**src/verilog/scp_pkg.sv**
```systemverilog
// Behaviour
// - internal card clock divider divides master clock by value+1, then halves it.
// - external card clock divider divides master clock by value+1, then halves it.
// - both divider registers reset to ratio 13 before the final halving.
// - a new divider value loads only at a period end, so no glitch.
// - a divider value of zero behaves exactly like a value of one.
// - parity, break, retransmit and discard settings serve both card interfaces.
// - with parity checking on, every received character must have even parity.
// - in T=0 a failing character draws a break unless generation or checking is off.
// - in T=0 with detection on, a card break after our character is detected.
// - in T=0 with retransmit and detection on, a card break resends the character.
// - in T=0 with discard and checking on, a failing character is dropped.
// - the insert bit makes the transmitter send odd parity on every character.
// - the force bit flags a parity error on every received character.
// - a rejecting break starts 10.5 ETU after the received start bit edge.
// - the line is sampled for a card break 11 ETU after our start bit.
// - generated break lasts 1, 1.5 or 2 ETU by a 2-bit code; 11 reserved.
// - protocol select 0 means T=0, 1 means T=1; breaks only act in T=0.
`default_nettype none

package scp_pkg;

  // ----------------------------------------------------------------
  // register map (index, byte address is four times it)
  // ----------------------------------------------------------------
  localparam int unsigned ADDR_W = 18;
  localparam int unsigned IDX_W  = 16;
  localparam logic [IDX_W-1:0] IDX_INT_DIV  = 16'hfe0f;
  localparam logic [IDX_W-1:0] IDX_EXT_DIV  = 16'hfe10;
  localparam logic [IDX_W-1:0] IDX_PAR_CTL  = 16'hfe11;
  localparam logic [IDX_W-1:0] IDX_CHAR_CTL = 16'hfe12;
  localparam logic [IDX_W-1:0] IDX_CTRL     = 16'hfe20;
  localparam logic [IDX_W-1:0] IDX_TXDATA   = 16'hfe21;
  localparam logic [IDX_W-1:0] IDX_RXDATA   = 16'hfe22;
  localparam logic [IDX_W-1:0] IDX_STATUS   = 16'hfe23;
  localparam logic [IDX_W-1:0] IDX_MASK     = 16'hfe24;

  // ----------------------------------------------------------------
  // reset values and field positions
  // ----------------------------------------------------------------
  localparam logic [5:0] DIV_RST      = 6'h0c;
  localparam logic [6:0] PAR_CTL_RST  = 7'h00;
  localparam logic [7:0] CHAR_CTL_RST = 8'h2c;
  localparam int unsigned PB_CHK_DIS   = 6;
  localparam int unsigned PB_GEN_DIS   = 5;
  localparam int unsigned PB_DET_DIS   = 4;
  localparam int unsigned PB_RETX      = 3;
  localparam int unsigned PB_DISCARD   = 2;
  localparam int unsigned PB_INS_PE    = 1;
  localparam int unsigned PB_FORCE_PE  = 0;
  localparam int unsigned CB_LEN_LO    = 3;
  localparam int unsigned CTL_PROTO    = 0;
  localparam int unsigned CTL_IFSEL    = 1;
  localparam int unsigned CTL_BUSY     = 7;
  localparam int unsigned ST_RX_DONE   = 0;
  localparam int unsigned ST_PAR_ERR   = 1;
  localparam int unsigned ST_BRK_DET   = 2;
  localparam int unsigned ST_TX_DONE   = 3;

  // ----------------------------------------------------------------
  // character timing in half-ETU steps
  // ----------------------------------------------------------------
  localparam logic [4:0] POS_EVAL    = 5'h14;
  localparam logic [4:0] POS_BRK_GEN = 5'h15;
  localparam logic [4:0] POS_BRK_SMP = 5'h16;
  localparam logic [4:0] BRK_LEN_1   = 5'h02;
  localparam logic [4:0] BRK_LEN_15  = 5'h03;
  localparam logic [4:0] BRK_LEN_2   = 5'h04;

  typedef enum logic [1:0] {ST_IDLE, ST_TX, ST_RX, ST_BRK} scp_state_t;

endpackage

`default_nettype wire

```
**src/verilog/scp_ctrl.sv**
```systemverilog
`default_nettype none

module scp_ctrl
  import scp_pkg::*;
#(
  parameter int unsigned ETU_TICKS = 744
) (
  input  wire logic              CLOCK_IN,
  input  wire logic              NRST_IN,
  input  wire logic              PSEL_IN,
  input  wire logic              PENABLE_IN,
  input  wire logic              PWRITE_IN,
  input  wire logic [ADDR_W-1:0] PADDR_IN,
  input  wire logic [31:0]       PWDATA_IN,
  output logic      [31:0]       PRDATA_OUT,
  output logic                   PREADY_OUT,
  output logic                   PSLVERR_OUT,
  input  wire logic              IO_IN,
  output logic                   IO_OUT,
  output logic                   IO_OE_OUT,
  output logic                   CARD_CLK_INT_OUT,
  output logic                   CARD_CLK_EXT_OUT,
  output logic                   IRQ_OUT
);

  localparam logic [9:0] HALF_M1 = 10'(ETU_TICKS / 2 - 1);

  // ----------------------------------------------------------------
  // declarations
  // ----------------------------------------------------------------
  logic [5:0]       div_q [2];
  logic [5:0]       lim_q [2];
  logic [5:0]       cnt_q [2];
  logic [1:0]       tick;
  logic [1:0]       cclk_q;
  logic [6:0]       par_q;
  logic [7:0]       char_q;
  logic [1:0]       ctrl_q;
  logic [7:0]       txdata_q;
  logic [7:0]       rxdata_q;
  logic [3:0]       stat_q;
  logic [3:0]       mask_q;
  logic             irq_q;
  logic             pready_q;
  logic             pslverr_q;
  logic [31:0]      prdata_q;
  logic [31:0]      rd_data;
  logic             rd_hit;
  logic             acc;
  logic             wr;
  logic [IDX_W-1:0] idx;
  logic             io_s1_q;
  logic             io_s2_q;
  logic             io_s3_q;
  logic             io_fall;
  scp_state_t       state_q;
  logic [9:0]       etu_cnt_q;
  logic             act_tick;
  logic             half_p;
  logic [4:0]       hpos_q;
  logic [9:0]       tx_sh_q;
  logic [9:0]       rx_sh_q;
  logic             io_oe_q;
  logic             tx_pend_q;
  logic             err_q;
  logic             rx_err;
  logic             rx_drop;
  logic             t0;
  logic [4:0]       brk_len;
  logic [3:0]       ev;
  logic             ev_rx_q;
  logic             ev_perr_q;
  logic             ev_brk_q;
  logic             ev_txd_q;

  // ----------------------------------------------------------------
  // apb slave
  // ----------------------------------------------------------------
  assign acc = PSEL_IN & PENABLE_IN;
  assign idx = PADDR_IN[ADDR_W-1:2];
  assign wr  = acc & pready_q & PWRITE_IN;

  always_comb begin
    rd_data = 32'h0000_0000;
    rd_hit  = 1'b1;
    case (idx)
      IDX_INT_DIV:  rd_data[5:0] = div_q[0];
      IDX_EXT_DIV:  rd_data[5:0] = div_q[1];
      IDX_PAR_CTL:  rd_data[6:0] = par_q;
      IDX_CHAR_CTL: rd_data[7:0] = char_q;
      IDX_CTRL: begin
        rd_data[1:0]     = ctrl_q;
        rd_data[CTL_BUSY] = (state_q != ST_IDLE) | tx_pend_q;
      end
      IDX_TXDATA:   rd_data[7:0] = txdata_q;
      IDX_RXDATA:   rd_data[7:0] = rxdata_q;
      IDX_STATUS:   rd_data[3:0] = stat_q;
      IDX_MASK:     rd_data[3:0] = mask_q;
      default:      rd_hit = 1'b0;
    endcase
  end

  // answer one cycle into the access phase
  always_ff @(posedge CLOCK_IN or negedge NRST_IN) begin
    if (!NRST_IN) begin
      pready_q  <= 1'b0;
      pslverr_q <= 1'b0;
      prdata_q  <= 32'h0000_0000;
    end else begin
      pready_q  <= acc & ~pready_q;
      pslverr_q <= acc & ~pready_q & ~rd_hit;
      if (acc & ~pready_q) begin
        prdata_q <= rd_data;
      end
    end
  end

  always_ff @(posedge CLOCK_IN or negedge NRST_IN) begin
    if (!NRST_IN) begin
      div_q[0] <= DIV_RST;
      div_q[1] <= DIV_RST;
      par_q    <= PAR_CTL_RST;
      char_q   <= CHAR_CTL_RST;
      ctrl_q   <= 2'h0;
      txdata_q <= 8'h00;
      mask_q   <= 4'h0;
    end else if (wr) begin
      case (idx)
        IDX_INT_DIV:  div_q[0] <= PWDATA_IN[5:0];
        IDX_EXT_DIV:  div_q[1] <= PWDATA_IN[5:0];
        IDX_PAR_CTL:  par_q    <= PWDATA_IN[6:0];
        IDX_CHAR_CTL: char_q   <= PWDATA_IN[7:0];
        IDX_CTRL:     ctrl_q   <= PWDATA_IN[1:0];
        IDX_TXDATA:   txdata_q <= PWDATA_IN[7:0];
        IDX_MASK:     mask_q   <= PWDATA_IN[3:0];
        default:      ;
      endcase
    end
  end

  // ----------------------------------------------------------------
  // sticky status and interrupt
  // ----------------------------------------------------------------
  assign ev = {ev_txd_q, ev_brk_q, ev_perr_q, ev_rx_q};

  // a new event wins over a clear in the same cycle
  always_ff @(posedge CLOCK_IN or negedge NRST_IN) begin
    if (!NRST_IN) begin
      stat_q <= 4'h0;
    end else begin
      stat_q <= (stat_q & ~((wr && idx == IDX_STATUS) ? PWDATA_IN[3:0] : 4'h0)) | ev;
    end
  end

  always_ff @(posedge CLOCK_IN or negedge NRST_IN) begin
    if (!NRST_IN) begin
      irq_q <= 1'b0;
    end else begin
      irq_q <= |(stat_q & mask_q);
    end
  end

  // ----------------------------------------------------------------
  // card clock dividers
  // ----------------------------------------------------------------
  for (genvar g = 0; g < 2; g++) begin : g_div
    assign tick[g] = (cnt_q[g] == lim_q[g]);
    always_ff @(posedge CLOCK_IN or negedge NRST_IN) begin
      if (!NRST_IN) begin
        cnt_q[g]  <= 6'h00;
        lim_q[g]  <= DIV_RST;
        cclk_q[g] <= 1'b0;
      end else if (tick[g]) begin
        cnt_q[g]  <= 6'h00;
        lim_q[g]  <= (div_q[g] == 6'h00) ? 6'h01 : div_q[g];
        cclk_q[g] <= ~cclk_q[g];
      end else begin
        cnt_q[g] <= cnt_q[g] + 6'h01;
      end
    end
  end

  a_int_clk_edge : assert property (
    @(posedge CLOCK_IN) disable iff (!NRST_IN)
    (cclk_q[0] != $past(cclk_q[0])) |-> $past(cnt_q[0]) == $past(lim_q[0]))
    else $error("internal card clock moved off a divider period end");

  a_ext_clk_edge : assert property (
    @(posedge CLOCK_IN) disable iff (!NRST_IN)
    tick[1] |=> (cclk_q[1] != $past(cclk_q[1])) && cnt_q[1] == 6'h00)
    else $error("external card clock did not toggle at period end");

  a_div_load : assert property (
    @(posedge CLOCK_IN) disable iff (!NRST_IN)
    !tick[0] |=> $stable(lim_q[0]))
    else $error("divider limit changed inside a period");

  a_div_zero : assert property (
    @(posedge CLOCK_IN) disable iff (!NRST_IN)
    (tick[1] && div_q[1] == 6'h00) |=> lim_q[1] == 6'h01)
    else $error("zero divider value not treated as one");

  // ----------------------------------------------------------------
  // line synchroniser and etu timing
  // ----------------------------------------------------------------
  always_ff @(posedge CLOCK_IN or negedge NRST_IN) begin
    if (!NRST_IN) begin
      io_s1_q <= 1'b1;
      io_s2_q <= 1'b1;
      io_s3_q <= 1'b1;
    end else begin
      io_s1_q <= IO_IN;
      io_s2_q <= io_s1_q;
      io_s3_q <= io_s2_q;
    end
  end

  assign io_fall  = io_s3_q & ~io_s2_q;
  assign act_tick = tick[ctrl_q[CTL_IFSEL]];
  assign half_p   = act_tick && (etu_cnt_q == HALF_M1);
  assign t0       = ~ctrl_q[CTL_PROTO];

  always_ff @(posedge CLOCK_IN or negedge NRST_IN) begin
    if (!NRST_IN) begin
      etu_cnt_q <= 10'h000;
    end else if (state_q == ST_IDLE) begin
      etu_cnt_q <= 10'h000;
    end else if (act_tick) begin
      etu_cnt_q <= half_p ? 10'h000 : etu_cnt_q + 10'h001;
    end
  end

  // ----------------------------------------------------------------
  // character checks
  // ----------------------------------------------------------------
  assign rx_err  = (~par_q[PB_CHK_DIS] & (^rx_sh_q[9:1])) | par_q[PB_FORCE_PE];
  assign rx_drop = rx_err & t0 & par_q[PB_DISCARD] & ~par_q[PB_CHK_DIS];

  always_comb begin
    case (char_q[CB_LEN_LO+1:CB_LEN_LO])
      2'b01:   brk_len = BRK_LEN_15;
      2'b10:   brk_len = BRK_LEN_2;
      default: brk_len = BRK_LEN_1;
    endcase
  end

  // ----------------------------------------------------------------
  // character sequencer
  // ----------------------------------------------------------------
  always_ff @(posedge CLOCK_IN or negedge NRST_IN) begin
    if (!NRST_IN) begin
      state_q   <= ST_IDLE;
      hpos_q    <= 5'h00;
      tx_sh_q   <= 10'h3ff;
      rx_sh_q   <= 10'h000;
      io_oe_q   <= 1'b0;
      tx_pend_q <= 1'b0;
      err_q     <= 1'b0;
      rxdata_q  <= 8'h00;
      ev_rx_q   <= 1'b0;
      ev_perr_q <= 1'b0;
      ev_brk_q  <= 1'b0;
      ev_txd_q  <= 1'b0;
    end else begin
      ev_rx_q   <= 1'b0;
      ev_perr_q <= 1'b0;
      ev_brk_q  <= 1'b0;
      ev_txd_q  <= 1'b0;
      case (state_q)
        ST_IDLE: begin
          io_oe_q <= 1'b0;
          hpos_q  <= 5'h00;
          if (io_fall) begin
            state_q <= ST_RX;
          end else if (tx_pend_q && io_s2_q) begin
            tx_pend_q <= 1'b0;
            tx_sh_q   <= {^txdata_q ^ par_q[PB_INS_PE], txdata_q, 1'b0};
            state_q   <= ST_TX;
          end
        end
        ST_TX: begin
          io_oe_q <= ~tx_sh_q[0];
          if (half_p) begin
            hpos_q <= hpos_q + 5'h01;
            if (hpos_q[0]) begin
              tx_sh_q <= {1'b1, tx_sh_q[9:1]};
            end
            if (hpos_q == POS_BRK_SMP - 5'h01) begin
              state_q <= ST_IDLE;
              if (t0 && !par_q[PB_DET_DIS] && !io_s2_q) begin
                ev_brk_q <= 1'b1;
                if (par_q[PB_RETX]) begin
                  tx_pend_q <= 1'b1;
                end
              end else begin
                ev_txd_q <= 1'b1;
              end
            end
          end
        end
        ST_RX: begin
          if (half_p) begin
            hpos_q <= hpos_q + 5'h01;
            if (!hpos_q[0] && hpos_q < POS_EVAL) begin
              rx_sh_q <= {io_s2_q, rx_sh_q[9:1]};
            end
            if (hpos_q == POS_EVAL - 5'h01) begin
              err_q     <= rx_err;
              ev_perr_q <= rx_err;
              if (!rx_drop) begin
                rxdata_q <= rx_sh_q[8:1];
                ev_rx_q  <= 1'b1;
              end
            end
            if (hpos_q == POS_BRK_GEN - 5'h01) begin
              if (err_q && t0 && !par_q[PB_GEN_DIS] && !par_q[PB_CHK_DIS]) begin
                io_oe_q <= 1'b1;
                state_q <= ST_BRK;
              end else begin
                state_q <= ST_IDLE;
              end
            end
          end
        end
        ST_BRK: begin
          if (half_p) begin
            hpos_q <= hpos_q + 5'h01;
            if (hpos_q == POS_BRK_GEN + brk_len - 5'h01) begin
              io_oe_q <= 1'b0;
              state_q <= ST_IDLE;
            end
          end
        end
        default: state_q <= ST_IDLE;
      endcase
      if (PWRITE_IN && acc && pready_q && idx == IDX_TXDATA) begin
        tx_pend_q <= 1'b1;
      end
    end
  end

  a_break_cause : assert property (
    @(posedge CLOCK_IN) disable iff (!NRST_IN)
    (state_q == ST_BRK && $past(state_q) == ST_RX)
    |-> $past(err_q) && t0 && !par_q[PB_GEN_DIS] && !par_q[PB_CHK_DIS])
    else $error("break generated without a permitted parity failure");

  a_break_start : assert property (
    @(posedge CLOCK_IN) disable iff (!NRST_IN)
    (io_oe_q && state_q == ST_BRK && $past(state_q) == ST_RX) |-> hpos_q == POS_BRK_GEN)
    else $error("break did not start at 10.5 ETU");

  a_brk_sample : assert property (
    @(posedge CLOCK_IN) disable iff (!NRST_IN)
    ev_brk_q |-> $past(state_q) == ST_TX && hpos_q == POS_BRK_SMP && t0)
    else $error("card break flagged away from the 11 ETU sample");

  a_retx_queue : assert property (
    @(posedge CLOCK_IN) disable iff (!NRST_IN)
    (ev_brk_q && par_q[PB_RETX]) |-> tx_pend_q)
    else $error("card break did not queue a resend");

  a_discard : assert property (
    @(posedge CLOCK_IN) disable iff (!NRST_IN)
    ev_rx_q |-> !($past(rx_drop)))
    else $error("failing character kept despite discard");

  a_force_err : assert property (
    @(posedge CLOCK_IN) disable iff (!NRST_IN)
    (state_q == ST_RX && half_p && hpos_q == POS_EVAL - 5'h01 && par_q[PB_FORCE_PE])
    |=> ev_perr_q)
    else $error("forced parity error not flagged");

  a_tx_parity : assert property (
    @(posedge CLOCK_IN) disable iff (!NRST_IN)
    (state_q == ST_TX && $past(state_q) == ST_IDLE)
    |-> (^tx_sh_q[9:1]) == $past(par_q[PB_INS_PE]))
    else $error("transmitted parity does not match insert setting");

  // ----------------------------------------------------------------
  // outputs
  // ----------------------------------------------------------------
  assign PRDATA_OUT       = prdata_q;
  assign PREADY_OUT       = pready_q;
  assign PSLVERR_OUT      = pslverr_q;
  assign IO_OUT           = 1'b0;
  assign IO_OE_OUT        = io_oe_q;
  assign CARD_CLK_INT_OUT = cclk_q[0];
  assign CARD_CLK_EXT_OUT = cclk_q[1];
  assign IRQ_OUT          = irq_q;

endmodule

`default_nettype wire

```
**config.mk**
```make
export PLATFORM = sky130hd
export DESIGN_NAME = scp_ctrl
export DESIGN_NICKNAME = d
export VERILOG_FILES = /design/src/verilog/scp_pkg.sv /design/src/verilog/scp_ctrl.sv
export SDC_FILE = /design/constraint.sdc
export NUM_CORES = 1
export LEC_CHECK = 0
export BUFFER_PORTS_ARGS = -buffer_cell sky130_fd_sc_hd__buf_2
export CAP_MARGIN = 15
export CELL_PAD_IN_SITES_DETAIL_PLACEMENT = 0
export CELL_PAD_IN_SITES_GLOBAL_PLACEMENT = 2
export CORE_UTILIZATION = 41
export DETAILED_ROUTE_END_ITERATION = 10
export PLACE_DENSITY = 0.94
export SLEW_MARGIN = 20
export SYNTH_ARGS = -nofsm -noshare
export SYNTH_HDL_FRONTEND = slang
export SYNTH_SLANG_ARGS = --single-unit
export TNS_END_PERCENT = 10
```
**constraint.sdc**
```tcl
create_clock -name CLOCK_IN -period 5.77 [get_ports CLOCK_IN]
set_input_delay 0.2885 -clock CLOCK_IN [delete_from_list [all_inputs] [get_ports CLOCK_IN]]
set_output_delay 0.2885 -clock CLOCK_IN [all_outputs]
set_load 0.02 [all_outputs]
```
==> impl_metrics.ini <==
[run_status]
status = completed

[die]
ios = 95
initial_core_util = 0.420
core_um2 = 16500
die_x_um = 132
core.rowCount = 47
die_h_um = 132
die_area_um2 = 17400

[grt]
grt_max_degree = 82
grt_pass1_wl_mm = 25.6
grt_pass1_vias = 4939
grt-ovfl-total = 0
track_usage = 0.188
antenna_found_initial = 0

[hold_path]
hold_path_class = input pin to flip-flop

[drt]
drc = 0
wire_per_inst_um = 17.3
drt-pass1-iter-count = 4
drt-initial-drc-count = 295
wirelength_mm = 15.5
vias = 4871
vias_per_cell = 5.45
postRouteAntennaNets = 0

[place]
port_buffers = 43
gp_congestion = 0.850
dp_hpwl_mm = 11.1
placed_cell_area_um2 = 7270
place_ws_ns = 2.73

[finish]
nNetsFinal = 726
layout-drive-gt1-share = 0.273
area_delta_synth_final_pct = 13.2
fill_cells = 1483
diodes = 0
fin_area_um2 = 7860

[sta]
setup_tns_ns = 0
clock.fmax_mhz = 331
hold_viol_final = 0
setup_viol = 0
fin_ws_ns = 2.75
fin_crit_ns = 3.02
rsz0062_at_grt = no
finalMaxSlewViolations = 0
tightest_slew_ns = 1.10
relSlewSlack = 0.264
period_share = 0.523
fin_skew_ns = 0.00801

[critical_path]
critical_path_arrival_ns = 3.35
critical_path_class = flip-flop to flip-flop
critical_path.max_fanout = 14
crit_path_start_kind = flip-flop
cp.required_ns = 6.10
critical_path.endpoint_type = flip-flop

[power]
power.total_mw = 2.34
leakage_nw = 3.55
power-per-cell-area_nw_per_um2 = 297
ir_drop_uv = 198

[cts]
numCtsBuffers = 17
cts_htree_levels = 4
cts_sinks = 136
clk_pin_slew_ns = 0.06
postCtsSetupBuffers = 0
clockBufferDepth = 2
cts_root_buffer = clkbuf_16
clk_latency_ns = 0.42
cts_tree = done

[logic_synthesis]
synth.distinct_cells = 61
synth_edf_count = 0
syn-cell-area_um2 = 6940
ys_ff_latch = 136
syn_area_per_cell_um2 = 11.3
seq_area_frac_synth = 0.495
synthFlopType = dfrtp_1
synth_warnings = 0
synthArstFlopShare = 1.00
syn_inst = 616

[flow_run]
cap_violations = 0
[worst max-delay path, cell delays in order (launching register included)]
cell and delay [ns]:
dfstp_2 0.54, xnor2_1 0.11, nand4_1 0.11, or4b_1 0.79
a211oi_2 1.00, mux2i_1 0.29, a21oi_1 0.09
[placed cells by master, fill, tap and decap left out, types with 12 or more instances in the layout]
cell type	count
inv_1	16
xor2_1	13
nor2_1	45
xnor2_1	32
a21oi_1	29
nand2_1	35
mux2_2	72
dfstp_2	24
buf_2	42
o21ai_0	15
clkbuf_16	17
o22ai_1	12
nand3_1	16
conb_1	25
dfrtp_1	112
mux2i_1	16
[power by group]
group          total, mW  switching [mW]  leakage, nW  internal [mW]
registers           1.04          0.0304         1.79           1.01
clock network       1.01           0.431        0.269          0.578
logic              0.287           0.188         1.49         0.0987
total               2.34           0.650         3.55           1.69
[stage by stage]
| step | hold slack [ns] | util | cells |
|---|---|---|---|
| 2_1_floorplan | -0.00709 | - | 640 |
| 3_3_place_gp | 0.275 | 0.440 | 859 |
| 3_5_place_dp | 0.275 | 0.440 | 859 |
| 4_1_cts | 0.102 | 0.475 | 893 |
| 5_1_grt | 0.109 | 0.475 | 893 |
| 6_report | 0.120 | 0.475 | 893 |
[layout make-up]
cell class | instances | area, um^2 | share of cell area
inverter | 16 | 60.1 | 0.00764
timing repair buffer | 49 | 275 | 0.0350
tap | 220 | 275 | 0.0350
sequential | 136 | 3430 | 0.437
clock inverter | 12 | 93.8 | 0.0119
clock buffer | 20 | 457 | 0.0581
multi-input combinational | 440 | 3260 | 0.415
[kinds of logic (layout without fill, tap and decap cells)]
family / Yosys count / count (layout) / synth area share
adders and majority gates: 10 / 10 / 0.0180
and+or+nand+nor: 163 / 163 / 0.122
DFF: 136 / 136 / 0.495
buffers and inverters: 64 / 97 / 0.0500
muxes: 90 / 90 / 0.146
xor gates and xnor gates: 46 / 46 / 0.0601
other: 1 / 25 / 0.000541
AOI/OAI and AO/OA: 106 / 106 / 0.108
[sequential cells by signal (all words and copies together), names as in the netlist, 4 cells and up]
register,count
PRDATA_OUT,8
hpos_q,5
tx_sh_q,10
par_q,7
etu_cnt_q,10
div_q,12
mask_q,4
stat_q,4
char_q,8
cnt_q,12
rxdata_q,8
lim_q,12
txdata_q,8
rx_sh_q,9
[synthesized netlist by cell type (all sizes together) (9+ instances only)]
master | count | area (um^2)
a21oi | 30 | 161
buf | 33 | 230
clkbuf | 15 | 56.3
dfrtp | 112 | 2800
dfstp | 24 | 631
ha | 10 | 125
inv | 16 | 60.1
mux2 | 72 | 811
mux2i | 16 | 160
nand2 | 35 | 131
nand3 | 16 | 80.1
nor2 | 46 | 189
nor2b | 9 | 56.3
nor3 | 10 | 50.1
o21ai | 15 | 75.1
o22ai | 12 | 75.1
xnor2 | 32 | 280
xor2 | 13 | 114
[layer usage]
| layer | up-vias | share of wire | GRT usage |
|---|---|---|---|
| li1 | 2250 | - | - |
| met1 | 2467 | 0.44 | 0.252 |
| met2 | 135 | 0.49 | 0.300 |
| met3 | 19 | 0.048 | 0.0423 |
| met4 | 0 | 0.017 | 0.0665 |
| met5 | - | 0 | 0 |
[path summary, 6_finish.rpt]
kind                            cells after the start                            to                  from  slack [ns]
worst max-delay path                                6        tx_sh_q[6]$_DFFE_PN1P_  lim_q[2]$_DFFE_PN1P_        2.75
min in group asynchronous                           2        state_q[0]$_DFFE_PN0P_               NRST_IN        0.41
max in group asynchronous                           3  CARD_CLK_EXT_OUT$_DFFE_PN0P_               NRST_IN        4.27
worst max register to register                      6        tx_sh_q[6]$_DFFE_PN1P_  lim_q[2]$_DFFE_PN1P_        2.75
worst min register to register                      0             io_s2_q$_DFF_PN1_     io_s1_q$_DFF_PN1_        0.36
worst min-delay path                                2         char_q[7]$_DFFE_PN0P_          PWDATA_IN[7]        0.12
[what timing repair did]
| action | in CTS | in global routing |
|---|---|---|
| hold buffers | 2 | 0 |
| resized for setup | 0 | 0 |
| endpoints found under the hold margin | 42 | 0 |
Note: power is estimated with default switching activity, not from simulation.
